$ cat src/hw/ccep_map.vh
// Purpose: constants of the channel enable and protection block
// Assumes: 20 MHz clk_i, wishbone offsets are byte addresses
// Notes: none
`ifndef CCEP_MAP_VH
`define CCEP_MAP_VH
`define CCEP_ADR_CTRL 8'h00
`define CCEP_ADR_STAT 8'h04
`define CCEP_ADR_IRQ_STAT 8'h08
`define CCEP_ADR_IRQ_MASK 8'h0C
`define CCEP_ADR_FAULT 8'h10
`define CCEP_CTRL_RST 32'h0000_0000
`define CCEP_MASK_RST 32'h0000_0000
// ctrl bits
`define CCEP_CTRL_CLR_LATCH 0
// irq bits
`define CCEP_IRQ_MAIN_LATCH 0
`define CCEP_IRQ_RAIL_LATCH 1
`define CCEP_IRQ_UVLO 2
`define CCEP_IRQ_BL_OC 3
`define CCEP_IRQ_SEQ_DONE 4
`define CCEP_IRQ_W 5
// overcurrent persistence: 64 switching cycles at 1.5 MHz
`define CCEP_OC_CYC 64
`define CCEP_SW_KHZ 1500
`define CCEP_CLK_KHZ 20000
`define CCEP_OC_CNT ((`CCEP_OC_CYC * `CCEP_CLK_KHZ + `CCEP_SW_KHZ - 1) / `CCEP_SW_KHZ)
// default power sequence step delay, in microseconds
`define CCEP_STEP_US 100
`define CCEP_STEP_CNT (`CCEP_STEP_US * `CCEP_CLK_KHZ / 1000)
`endif

$ cat src/hw/ccep_seq.v
// Purpose: ordered on/off sequencer for one channel group
// Assumes: one clock, synchronous active-high reset
// Notes: step i enables output bit order position i; off runs in reverse
`timescale 1ns/1ps
module ccep_seq #(
  parameter N = 5,
  parameter STEP_CNT = 2000
) (
  input wire clk_i,
  input wire rst_i,
  input wire req_on_i,
  input wire kill_i,
  output wire [N-1:0] on_o,
  output wire busy_o
);
  reg [N:0] lvl_ff;
  reg [N:0] nxt_lvl;
  reg [31:0] tmr_ff;
  reg [31:0] nxt_tmr;
  wire [N:0] tgt;
  assign tgt = req_on_i ? N[N:0] : {(N+1){1'b0}};
  assign busy_o = (lvl_ff != tgt);
  genvar g;
  generate
    for (g = 0; g < N; g = g + 1) begin : g_out
      assign on_o[g] = (lvl_ff > g);
    end
  endgenerate
  always @* begin
    nxt_lvl = lvl_ff;
    nxt_tmr = tmr_ff;
    if (kill_i) begin
      nxt_lvl = {(N+1){1'b0}};
      nxt_tmr = 32'h0000_0000;
    end else if (lvl_ff == tgt) begin
      nxt_tmr = 32'h0000_0000;
    end else if (tmr_ff + 32'h0000_0001 >= STEP_CNT) begin
      nxt_tmr = 32'h0000_0000;
      if (lvl_ff < tgt) begin
        nxt_lvl = lvl_ff + 1'b1;
      end else begin
        nxt_lvl = lvl_ff - 1'b1;
      end
    end else begin
      nxt_tmr = tmr_ff + 32'h0000_0001;
    end
  end
  always @(posedge clk_i) begin
    if (rst_i) begin
      lvl_ff <= {(N+1){1'b0}};
      tmr_ff <= 32'h0000_0000;
    end else begin
      lvl_ff <= nxt_lvl;
      tmr_ff <= nxt_tmr;
    end
  end
endmodule

$ cat src/hw/ccep_top.v
// Purpose: channel enable decode, sequencing and protection latch-off
// Assumes: 20 MHz clk_i, pins and analog comparators are asynchronous
// Notes: channel outputs are index 0..7 for channels 1..8, ref separate
//
// Design decisions made here: the Wishbone slave port and the address map.
`timescale 1ns/1ps
`include "ccep_map.vh"
module ccep_top #(
  parameter STEP_CNT = `CCEP_STEP_CNT,
  parameter OC_CNT = `CCEP_OC_CNT
) (
  input wire clk_i,
  input wire rst_i,
  input wire sleep_release_n_i,
  input wire front_end_enable_i,
  input wire sensor_pair_enable_i,
  input wire backlight_enable_i,
  input wire sensor_sequence_select_i,
  input wire uvlo_i,
  input wire [5:0] oc_main_i,
  input wire [5:0] low_out_i,
  input wire bl_oc_i,
  input wire aux_low_i,
  input wire ref_low_i,
  input wire [31:0] wb_adr_i,
  input wire [31:0] wb_dat_i,
  input wire [3:0] wb_sel_i,
  input wire wb_we_i,
  input wire wb_cyc_i,
  input wire wb_stb_i,
  output reg [31:0] wb_dat_o,
  output reg wb_ack_o,
  output wire irq_o,
  output reg [7:0] ch_on_o,
  output reg ref_on_o,
  output reg aux_pfm_o,
  output reg bl_switch_off_o,
  output reg [5:0] secondary_slope_o
);
  localparam NS = 13;
  // three-stage synchronisers for all asynchronous inputs
  wire [NS-1:0] raw;
  reg [NS-1:0] s1_ff;
  reg [NS-1:0] s2_ff;
  reg [NS-1:0] s3_ff;
  reg [NS-1:0] in_ff;
  // overcurrent only counts while that output is also low
  assign raw = {
    ref_low_i,
    aux_low_i,
    bl_oc_i,
    uvlo_i,
    sensor_sequence_select_i,
    backlight_enable_i,
    sensor_pair_enable_i,
    front_end_enable_i,
    sleep_release_n_i,
    |(oc_main_i[2:0] & low_out_i[2:0]),
    oc_main_i[4] & low_out_i[4],
    oc_main_i[5] & low_out_i[5],
    oc_main_i[3] & low_out_i[3]
  };
  always @(posedge clk_i) begin
    if (rst_i) begin
      s1_ff <= {NS{1'b0}};
      s2_ff <= {NS{1'b0}};
      s3_ff <= {NS{1'b0}};
      in_ff <= {NS{1'b0}};
    end else begin
      s1_ff <= raw;
      s2_ff <= s1_ff;
      s3_ff <= s2_ff;
      in_ff <= (s2_ff & s3_ff) | (in_ff & (s2_ff | s3_ff));
    end
  end
  wire oc6 = in_ff[1];
  wire oc5 = in_ff[2];
  wire oc4 = in_ff[0];
  wire oc13 = in_ff[3];
  wire slp = in_ff[4];
  wire fe = in_ff[5];
  wire pe = in_ff[6];
  wire be = in_ff[7];
  wire sel56 = in_ff[8];
  wire uv = in_ff[9];
  wire bloc = in_ff[10];
  wire auxl = in_ff[11];
  wire refl = in_ff[12];
  reg slp_d_ff;
  reg fe_d_ff;
  reg pe_d_ff;
  reg uv_d_ff;
  always @(posedge clk_i) begin
    if (rst_i) begin
      slp_d_ff <= 1'b0;
      fe_d_ff <= 1'b0;
      pe_d_ff <= 1'b0;
      uv_d_ff <= 1'b1;
    end else begin
      slp_d_ff <= slp;
      fe_d_ff <= fe;
      pe_d_ff <= pe;
      uv_d_ff <= uv;
    end
  end
  wire slp_rise = slp & ~slp_d_ff;
  wire fe_rise = fe & ~fe_d_ff;
  wire pe_rise = pe & ~pe_d_ff;
  wire supply_back = uv_d_ff & ~uv;
  // software clear of latches, write-one pulse
  reg sw_clr_ff;
  // overcurrent persistence counters: ch1-3, ch4, ch5, ch6
  wire [3:0] oc_in = {oc6, oc5, oc4, oc13};
  wire [3:0] oc_hit;
  genvar g;
  generate
    for (g = 0; g < 4; g = g + 1) begin : g_oc
      reg [15:0] cnt_ff;
      assign oc_hit[g] = (cnt_ff >= OC_CNT[15:0]);
      always @(posedge clk_i) begin
        if (rst_i || !oc_in[g]) begin
          cnt_ff <= 16'h0000;
        end else if (!oc_hit[g]) begin
          cnt_ff <= cnt_ff + 16'h0001;
        end
      end
    end
  endgenerate
  // latch-off per clear domain: ch1-3, ch4, ch5/6
  reg [2:0] oc_latch_ff;
  reg rail_latch_ff;
  wire com_clr = slp_rise | supply_back | sw_clr_ff;
  wire [2:0] oc_clr = {com_clr | pe_rise, com_clr | fe_rise, com_clr};
  wire [2:0] oc_set = {oc_hit[3] | oc_hit[2], oc_hit[1], oc_hit[0]};
  wire main_latch = |oc_latch_ff;
  wire main_set = |oc_hit;
  wire rail_clr = slp_rise | fe_rise | supply_back | sw_clr_ff;
  wire rail_set = auxl | refl;
  always @(posedge clk_i) begin
    if (rst_i) begin
      oc_latch_ff <= 3'h0;
      rail_latch_ff <= 1'b0;
    end else begin
      // set wins over clear
      oc_latch_ff <= oc_set | (oc_latch_ff & ~oc_clr);
      if (rail_set) begin
        rail_latch_ff <= 1'b1;
      end else if (rail_clr) begin
        rail_latch_ff <= 1'b0;
      end
    end
  end
  wire uv_stop = uv;
  wire kill = uv_stop | main_latch | rail_latch_ff;
  // request levels from the enable pins
  wire req_main = slp;
  wire req_ch4 = slp & fe;
  wire req_pair = slp & pe;
  wire req_ch7 = slp & be;
  wire [4:0] main_on;
  wire [1:0] pair_on;
  wire ch4_on;
  wire ch7_on;
  wire main_busy;
  wire pair_busy;
  wire ch4_busy;
  wire ch7_busy;
  // main group order: ref, ch8, ch1, ch2, ch3
  ccep_seq #(
    .N(5),
    .STEP_CNT(STEP_CNT)
  ) u_main (
    .clk_i(clk_i),
    .rst_i(rst_i),
    .req_on_i(req_main),
    .kill_i(kill),
    .on_o(main_on),
    .busy_o(main_busy)
  );
  ccep_seq #(
    .N(2),
    .STEP_CNT(STEP_CNT)
  ) u_pair (
    .clk_i(clk_i),
    .rst_i(rst_i),
    .req_on_i(req_pair),
    .kill_i(kill),
    .on_o(pair_on),
    .busy_o(pair_busy)
  );
  ccep_seq #(
    .N(1),
    .STEP_CNT(STEP_CNT)
  ) u_ch4 (
    .clk_i(clk_i),
    .rst_i(rst_i),
    .req_on_i(req_ch4),
    .kill_i(kill),
    .on_o(ch4_on),
    .busy_o(ch4_busy)
  );
  ccep_seq #(
    .N(1),
    .STEP_CNT(STEP_CNT)
  ) u_ch7 (
    .clk_i(clk_i),
    .rst_i(rst_i),
    .req_on_i(req_ch7),
    .kill_i(kill),
    .on_o(ch7_on),
    .busy_o(ch7_busy)
  );
  // aux-only low power state: sleep low with front-end enable high
  wire aux_only = ~slp & fe & ~kill;
  wire any_busy = main_busy | pair_busy | ch4_busy | ch7_busy;
  reg busy_d_ff;
  always @(posedge clk_i) begin
    if (rst_i) begin
      ch_on_o <= 8'h00;
      ref_on_o <= 1'b0;
      aux_pfm_o <= 1'b0;
      bl_switch_off_o <= 1'b0;
      secondary_slope_o <= 6'h00;
      busy_d_ff <= 1'b0;
    end else begin
      ch_on_o[0] <= main_on[2];
      ch_on_o[1] <= main_on[3];
      ch_on_o[2] <= main_on[4];
      ch_on_o[3] <= ch4_on;
      ch_on_o[4] <= pair_on[0];
      ch_on_o[5] <= pair_on[1];
      ch_on_o[6] <= ch7_on;
      ch_on_o[7] <= main_on[1] | aux_only;
      ref_on_o <= main_on[0];
      aux_pfm_o <= aux_only & ~main_on[1];
      bl_switch_off_o <= bloc;
      secondary_slope_o <= {1'b1, sel56, 4'h0};
      busy_d_ff <= any_busy;
    end
  end
  wire seq_done = busy_d_ff & ~any_busy;
  // interrupt status, write one to clear, set wins
  reg [`CCEP_IRQ_W-1:0] irq_stat_ff;
  reg [`CCEP_IRQ_W-1:0] irq_mask_ff;
  wire [`CCEP_IRQ_W-1:0] ev = {seq_done, bloc, uv, rail_set, main_set};
  assign irq_o = |(irq_stat_ff & irq_mask_ff);
  wire wb_req = wb_cyc_i & wb_stb_i & ~wb_ack_o;
  wire wr = wb_req & wb_we_i & wb_sel_i[0];
  wire [31:0] mask_rst = `CCEP_MASK_RST;
  // register offset match, upper address bits must be zero
  function adr_hit;
    input [31:0] a;
    input [7:0] off;
    begin
      adr_hit = (a[31:8] == 24'h00_0000) && (a[7:0] == off);
    end
  endfunction
  always @(posedge clk_i) begin
    if (rst_i) begin
      wb_ack_o <= 1'b0;
      wb_dat_o <= 32'h0000_0000;
      irq_stat_ff <= {`CCEP_IRQ_W{1'b0}};
      irq_mask_ff <= mask_rst[`CCEP_IRQ_W-1:0];
      sw_clr_ff <= 1'b0;
    end else begin
      wb_ack_o <= wb_req;
      sw_clr_ff <= 1'b0;
      wb_dat_o <= 32'h0000_0000;
      if (wr && adr_hit(wb_adr_i, `CCEP_ADR_IRQ_STAT)) begin
        irq_stat_ff <= (irq_stat_ff & ~wb_dat_i[`CCEP_IRQ_W-1:0]) | ev;
      end else begin
        irq_stat_ff <= irq_stat_ff | ev;
      end
      if (wr && adr_hit(wb_adr_i, `CCEP_ADR_IRQ_MASK)) begin
        irq_mask_ff <= wb_dat_i[`CCEP_IRQ_W-1:0];
      end
      if (wr && adr_hit(wb_adr_i, `CCEP_ADR_CTRL)) begin
        sw_clr_ff <= wb_dat_i[`CCEP_CTRL_CLR_LATCH];
      end
      if (wb_req && !wb_we_i) begin
        if (adr_hit(wb_adr_i, `CCEP_ADR_STAT)) begin
          wb_dat_o <= {18'h0_0000, aux_pfm_o, ref_on_o, ch_on_o, slp, fe, pe, be};
        end else if (adr_hit(wb_adr_i, `CCEP_ADR_IRQ_STAT)) begin
          wb_dat_o <= {27'h000_0000, irq_stat_ff};
        end else if (adr_hit(wb_adr_i, `CCEP_ADR_IRQ_MASK)) begin
          wb_dat_o <= {27'h000_0000, irq_mask_ff};
        end else if (adr_hit(wb_adr_i, `CCEP_ADR_FAULT)) begin
          wb_dat_o <= {27'h000_0000, any_busy, uv, bl_switch_off_o, rail_latch_ff, main_latch};
        end
      end
    end
  end
endmodule

$ cat config.mk
export PLATFORM = sky130hd
export DESIGN_NAME = ccep_top
export DESIGN_NICKNAME = d
export VERILOG_FILES = /design/src/hw/ccep_seq.v /design/src/hw/ccep_top.v
export VERILOG_INCLUDE_DIRS = /design/src /design/src/hw
export SDC_FILE = /design/constraint.sdc
export NUM_CORES = 1
export LEC_CHECK = 0
export ABC_AREA = 1
export ABC_CLOCK_PERIOD_IN_PS = 2330
export BUFFER_PORTS_ARGS = -buffer_cell sky130_fd_sc_hd__buf_2
export CAP_MARGIN = 20
export CELL_PAD_IN_SITES_DETAIL_PLACEMENT = 1
export CELL_PAD_IN_SITES_GLOBAL_PLACEMENT = 2
export CORE_MARGIN = 2
export CORE_UTILIZATION = 33
export DETAILED_ROUTE_END_ITERATION = 8
export PLACE_DENSITY = 0.84
export SLEW_MARGIN = 0
export SYNTH_ARGS = -nofsm -noshare
export SYNTH_HDL_FRONTEND = slang
export SYNTH_HIERARCHICAL = 1
export SYNTH_SLANG_ARGS = --single-unit
$ cat constraint.sdc
create_clock -name clk_i -period 2.33 [get_ports clk_i]
set_input_delay 0.1165 -clock clk_i [delete_from_list [all_inputs] [get_ports clk_i]]
set_output_delay 0.1165 -clock clk_i [all_outputs]
set_load 0.03 [all_outputs]
### Yosys cells after proc, flatten, opt, wreduce, memory -nomap -nowiden

Cells that the tools add are included.

| operators by class | value |
|---|---|
| equal/unequal tests | 12 |
| muxes and demuxes | 16 |
| $lt $le $gt $ge | 21 |
| bitwise operators | 61 |
| $add $sub $neg | 16 |
| reductions and logical operators | 37 |

Operator list:

| kind | number |
|---|---|
| 32-bit by 1-bit adder with 32-bit output, second input constant | 4 |
| 32-bit by 11-bit >= comparator with 1-bit output, second input constant | 4 |
| 16-bit by 1-bit adder with 16-bit output, second input constant | 4 |
| 16-bit by 10-bit >= comparator with 1-bit output, second input constant | 4 |
| 13-bit bitwise AND | 2 |
| 13-bit OR | 2 |
| 24-bit zero test | 1 |
| 5-bit two-way mux | 4 |
| 4-bit OR reduction | 5 |
| 1-bit bitwise AND | 18 |
| 8-bit by 4-bit == test with 1-bit output, second input constant | 2 |
| 1-bit NOT | 15 |
| 1-bit OR | 15 |
| 14-bit two-way mux | 1 |
| 6-bit by 1-bit > comparator with 1-bit output, second input constant | 2 |
| 6-bit by 2-bit > comparator with 1-bit output, second input constant | 2 |
| 6-bit two-way mux | 2 |
| 5-bit bitwise AND | 2 |
| 5-bit OR | 2 |
| 5-bit OR reduction | 2 |
| 1-bit logical AND | 9 |
| 8-bit by 3-bit == test with 1-bit output, second input constant | 1 |
| 8-bit by 5-bit == test with 1-bit output, second input constant | 1 |
| 8-bit zero test | 1 |
| other kinds (31) | 58 |

| word-level totals | value |
|---|---|
| input port bits | 94 |
| output and inout port bits | 51 |
| logic and storage cells | 198 |
| register bits after elaboration | 327 |

### Longest topological paths before layout

| logic depth | value |
|---|---|
| depth in word-level cells | 10 |
| mapped depth | 17 |
| depth with buffers taken out | 17 |

### Cells and area by module

The synthesis kept the hierarchy.

Modules (own cells, without submodules):

| module | area each (um2) | instances | cells an instance |
|---|---|---|---|
| ccep_top | 6730.2 | 1 | 913 |
| ccep_seq at u_ch4 ... | 2204.6 | 2 | 363 |
| ccep_seq at u_main | 2399.8 | 1 | 353 |
| ccep_seq at u_pair | 2080.7 | 1 | 326 |

### Least setup slack after synthesis

No wires, ideal clock.

| timing | value |
|---|---|
| path type | register to register |
| start point | reg u_main.tmr_ff[0] |
| end point | reg u_main.tmr_ff[9] |
| cell stages (with the launch flop) | 15 |
| clock period less this slack | 2.116 ns |
| data required time | 2.264 ns |
| arrival time | 2.050 ns |
| path slack | 0.214 ns |
| cells stage by stage | dfxtp_1 ha_1 nand2_2 nor2_8 nand2_4 nor2_4 xor2_1 nand2_1 nor2_1 nand2_1 nor2_2 nand3_4 or2_1 buf_6 a21oi_2 |

| between the ends | value |
|---|---|
| word-level cells in the longest chain between the ends | 3 |

RTL lines:

| element | RTL line | RTL |
|---|---|---|
| from (decl) | ccep_seq.v:18 | `reg [31:0] tmr_ff;` |
| from (signal assigned) | ccep_seq.v:54 | `tmr_ff <= nxt_tmr;` |
| 32-bit by 1-bit adder with 32-bit output (*) | ccep_seq.v:37, ccep_seq.v:45 |  |
| 32-bit by 11-bit >= comparator with 1-bit output | ccep_seq.v:37 | `end else if (tmr_ff + 32'h0000_0001 >= STEP_CNT) begin` |
| 4-bit OR reduction (no line) | n/a |  |

Mark *: on every way between the ends. The rest lies on a longest branch, timed or not.
A chain may end at the register's enable or synchronous reset.

### Final worst setup path

Same ends and word-level chain as after synthesis.

==> results.yml <==
outcome:
  status: "finished, violations left"
  failing_checks: "design-rule violations"
worst_setup_path:
  crit_required_ps: 2810
  critPathBufInv: 3
  worst-endpoint-arrival_ps: 2700
  critPathTopFamily: "simple AND/OR/NAND/NOR gates"
  critPathLaunchType: "flip-flop"
  worst-path-max-fanout: 10
  critPathMaxStageDelay_ps: 370
  crit_path_top_delay_cell: "dfxtp_4"
  worstPathCellList: "buf_4, inv_1, nor2_4, nand2_4, nor2_8, nand2_2, nand2_1, nand2_1, nor2_2, nand3_1, nor2_2, nand3_4, or2_4, buf_12, a21oi_2"
  critical_path.endpoint_type: "flip-flop"
  criticalPathCategory: "flip-flop to flip-flop"
power_and_ir_drop:
  p_clk_share_pct: 43.5
  power.ir.vdd_worst_mv: 0.511
  net_switching_power_figure_mw: 3.76
  share_comb_of_total_power_pct: 13.6
  power.share.sequential_pct: 42.9
  sw_frac_of_total_pct: 28.1
  power_per_cell_area_nw_per_um2: 696
  p_int_mw: 9.63
  power.static_leakage_nw: 8.50
finish:
  final_cell_mix: "635 x nand2_1, 347 x nor2_1, 315 x inv_1"
  drive_above_1_share_pct: 17.7
  antenna_cells_inserted: 0
  nNetsFinal: 2698
  stdcell_count: 3213
  area_growth_pct: 23.2
  final_common_cell: "nand2_1"
global_route:
  grt_pass1_vias: 15000
  antenna_violations_before_repair: 0
  grt_max_degree: 20
  first_pass_grt_wire_length_um: 72400
  grt_usage_pct: 17.7
  globalRouteOverflowTotal: 0
sta:
  finalSetupTns_ps: 0
  fin_skew_ps: 19.4
  maxSlewViolCount: 0
  hold_violations: 0
  finalWorstPathRequiredPeriod_ps: 2210
  max_slew.worst_pin.slew_ps: 619
  maxSlewHeadroom_pct: 58.7
  setup-violations-final: 0
  period_share_pct: 95.0
  max_clock_freq_mhz: 452
route:
  first_iter_violations: 458
  drt-vias-per-instance: 4.50
  total_via_count_after_detailed_routing: 14400
  detail_route.wl_per_cell_um: 13.5
  drc_errors: 5
  detailedRoute.firstPassIterationCount: 6
  antenna_viol_nets_final: 0
  finalWirelength_um: 43200
die:
  rows: 79
  coreArea_sq_um: 46700
  die_area_sq_um: 49100
  die_height_um: 222
  die-width_um: 222
  initial_utilization_pct: 33.5
  io-pin-count: 145
clock_tree:
  clock_sink_count: 305
  tritoncts_clock_tree: "done"
  clock_slew_at_reported_path_ffs_ps: 60
  cts_root_buf: "clkbuf_16"
  cts-root-to-sink-buffers: 3
  cts_buffers: 37
  clk_latency_ps: 570
  htreeDepth: 2
synth:
  netlist_instances: 2318
  post_synth_instance_area_sq_um: 15600
  yosys_register_bits: 305
  synthArstFlopShare_pct: 0
  yosysSeqAreaShare_pct: 39.1
  avgSynthCellArea_sq_um: 6.74
  synth-edff-count: 0
  yosys_most_used_dff: "dfxtp_1"
  synth_warnings: 6
  synth.distinct_cells: 46
placed_design:
  finalWeightedCongestion: 0.834
  placed_cells: 3108
  dp_hpwl_um: 33300
  number_of_i_o_port_buffers: 92
worst_hold_path:
  min-delay-path-class: "primary input to flip-flop"
flow_run:
  cap_violations: 0
==> cell usage after synthesis, types with 2 or more instances <==
cell type  count  area share [%]
nand2_1      653              16
nor2_1       398             9.6
inv_1        316             7.6
dfxtp_1      305              39
nand3_1      111             3.6
a21oi_1       73             2.3
nand4_1       57             2.3
o21ai_0       51             1.6
nor2_2        48             1.9
xnor2_1       30             1.7
buf_4         28             1.3
xor2_1        27             1.5
ha_1          26             2.1
nand2_2       26             1.0
nand3b_1      26             1.2
nor3_1        19            0.61
nor2_4        18             1.3
inv_2         17            0.41
o21ai_1        9            0.29
nand2_4        8            0.58
a21oi_2        6            0.34
nand3_2        6            0.38
nor2_8         6            0.77
o21bai_1       6            0.29
buf_1          5            0.12
buf_2          5            0.16
buf_6          5            0.36
clkbuf_1       5            0.12
conb_1         5            0.12
and2_1         3            0.12
a21oi_4        2            0.21
nand4_2        2            0.16
nor4_4         2            0.27
or2_2          2           0.080
==> kinds of logic after synthesis <==
| group | after synthesis | synth area share (%) |
|---|---|---|
| other cells | 5 | 0.120 |
| simple gates | 1392 | 40.0 |
| buf+inv | 381 | 10.1 |
| flops | 305 | 39.1 |
| compound gates | 152 | 5.36 |
| fa+ha+maj | 26 | 2.08 |
| xor+xnor | 57 | 3.20 |
==> sequential cells by signal (all words and copies together) (netlist names), 2 cells and up <==
signal	flops
g_oc.cnt_ff	64
u_ch4/tmr_ff	32
u_ch7/tmr_ff	32
u_main/tmr_ff	32
u_pair/tmr_ff	32
wb_dat_o	14
in_ff	13
s1_ff	13
s2_ff	13
s3_ff	13
ch_on_o	8
u_main/lvl_ff	6
irq_mask_ff	5
irq_stat_ff	5
oc_latch_ff	3
u_pair/lvl_ff	3
secondary_slope_o	2
u_ch4/lvl_ff	2
u_ch7/lvl_ff	2
==> cell type report <==
type	instances	area, sq um
multi-input combinational	1734	8720
tap	607	759
timing repair buffer	167	1140
fill	6008	27400
clock buffer	56	1100
sequential	305	6150
clock inverter	11	134
inverter	333	1250
==> routing by layer <==
| metal | vias up | share of wire (%) | GRT usage (%) |
|---|---|---|---|
| li1 | 7531 | - | - |
| met1 | 6741 | 47 | 22.5 |
| met2 | 121 | 48 | 31.0 |
| met3 | 54 | 2.8 | 3.11 |
| met4 | 0 | 1.8 | 4.18 |
| met5 | - | 0 | 0 |
==> worst paths after layout <==
| kind | startpoint | endpoint | slack, ps | cells past startpoint |
|---|---|---|---|---|
| setup / recovery | u_main/tmr_ff[0] | u_main/tmr_ff[9] | 120 | 15 |
| hold / removal | rst_i | s3_ff[10] | 20 | 2 |
| setup reg to reg | u_main/tmr_ff[0] | u_main/tmr_ff[9] | 120 | 15 |
| hold reg to reg | s1_ff[1] | s2_ff[1] | 410 | 2 |
==> power by group through the flow <==
stage	combinational, mW	clock (mW)	sequential [mW]
floorplan	1.16	0	5.88
global placement	1.67	0	5.85
detailed placement	1.74	0	5.86
CTS	1.79	6.06	5.75
global route	2.07	6.25	5.78
finish	1.82	5.83	5.75
==> per-stage QoR <==
stage / total power [mW] / cell area (sq um) / worst slack, ps / util (%) / hold WS, ps
after floorplan: 7.04 / 16000 / 214 / - / 223
after global placement: 7.52 / 17200 / 13.4 / 36.9 / 330
after detailed placement: 7.60 / 17200 / -67.3 / 36.9 / 330
after CTS: 13.6 / 18700 / 0.774 / 40.1 / 4.67
after global routing: 14.1 / 19200 / -29.0 / 41.3 / 27.6
final: 13.4 / 19200 / 116 / 41.3 / 24.6
==> repair_timing <==
item | in CTS | in global routing
buffers inserted | 0 | 11
pin swaps | 0 | 31
gates cloned | 0 | 1
hold endpoints to repair | 23 | 0
gates resized for setup | 4 | 139
hold buffers | 26 | 0
endpoints found under the setup margin | 21 | 57
Power figures use the tool's default switching activity.
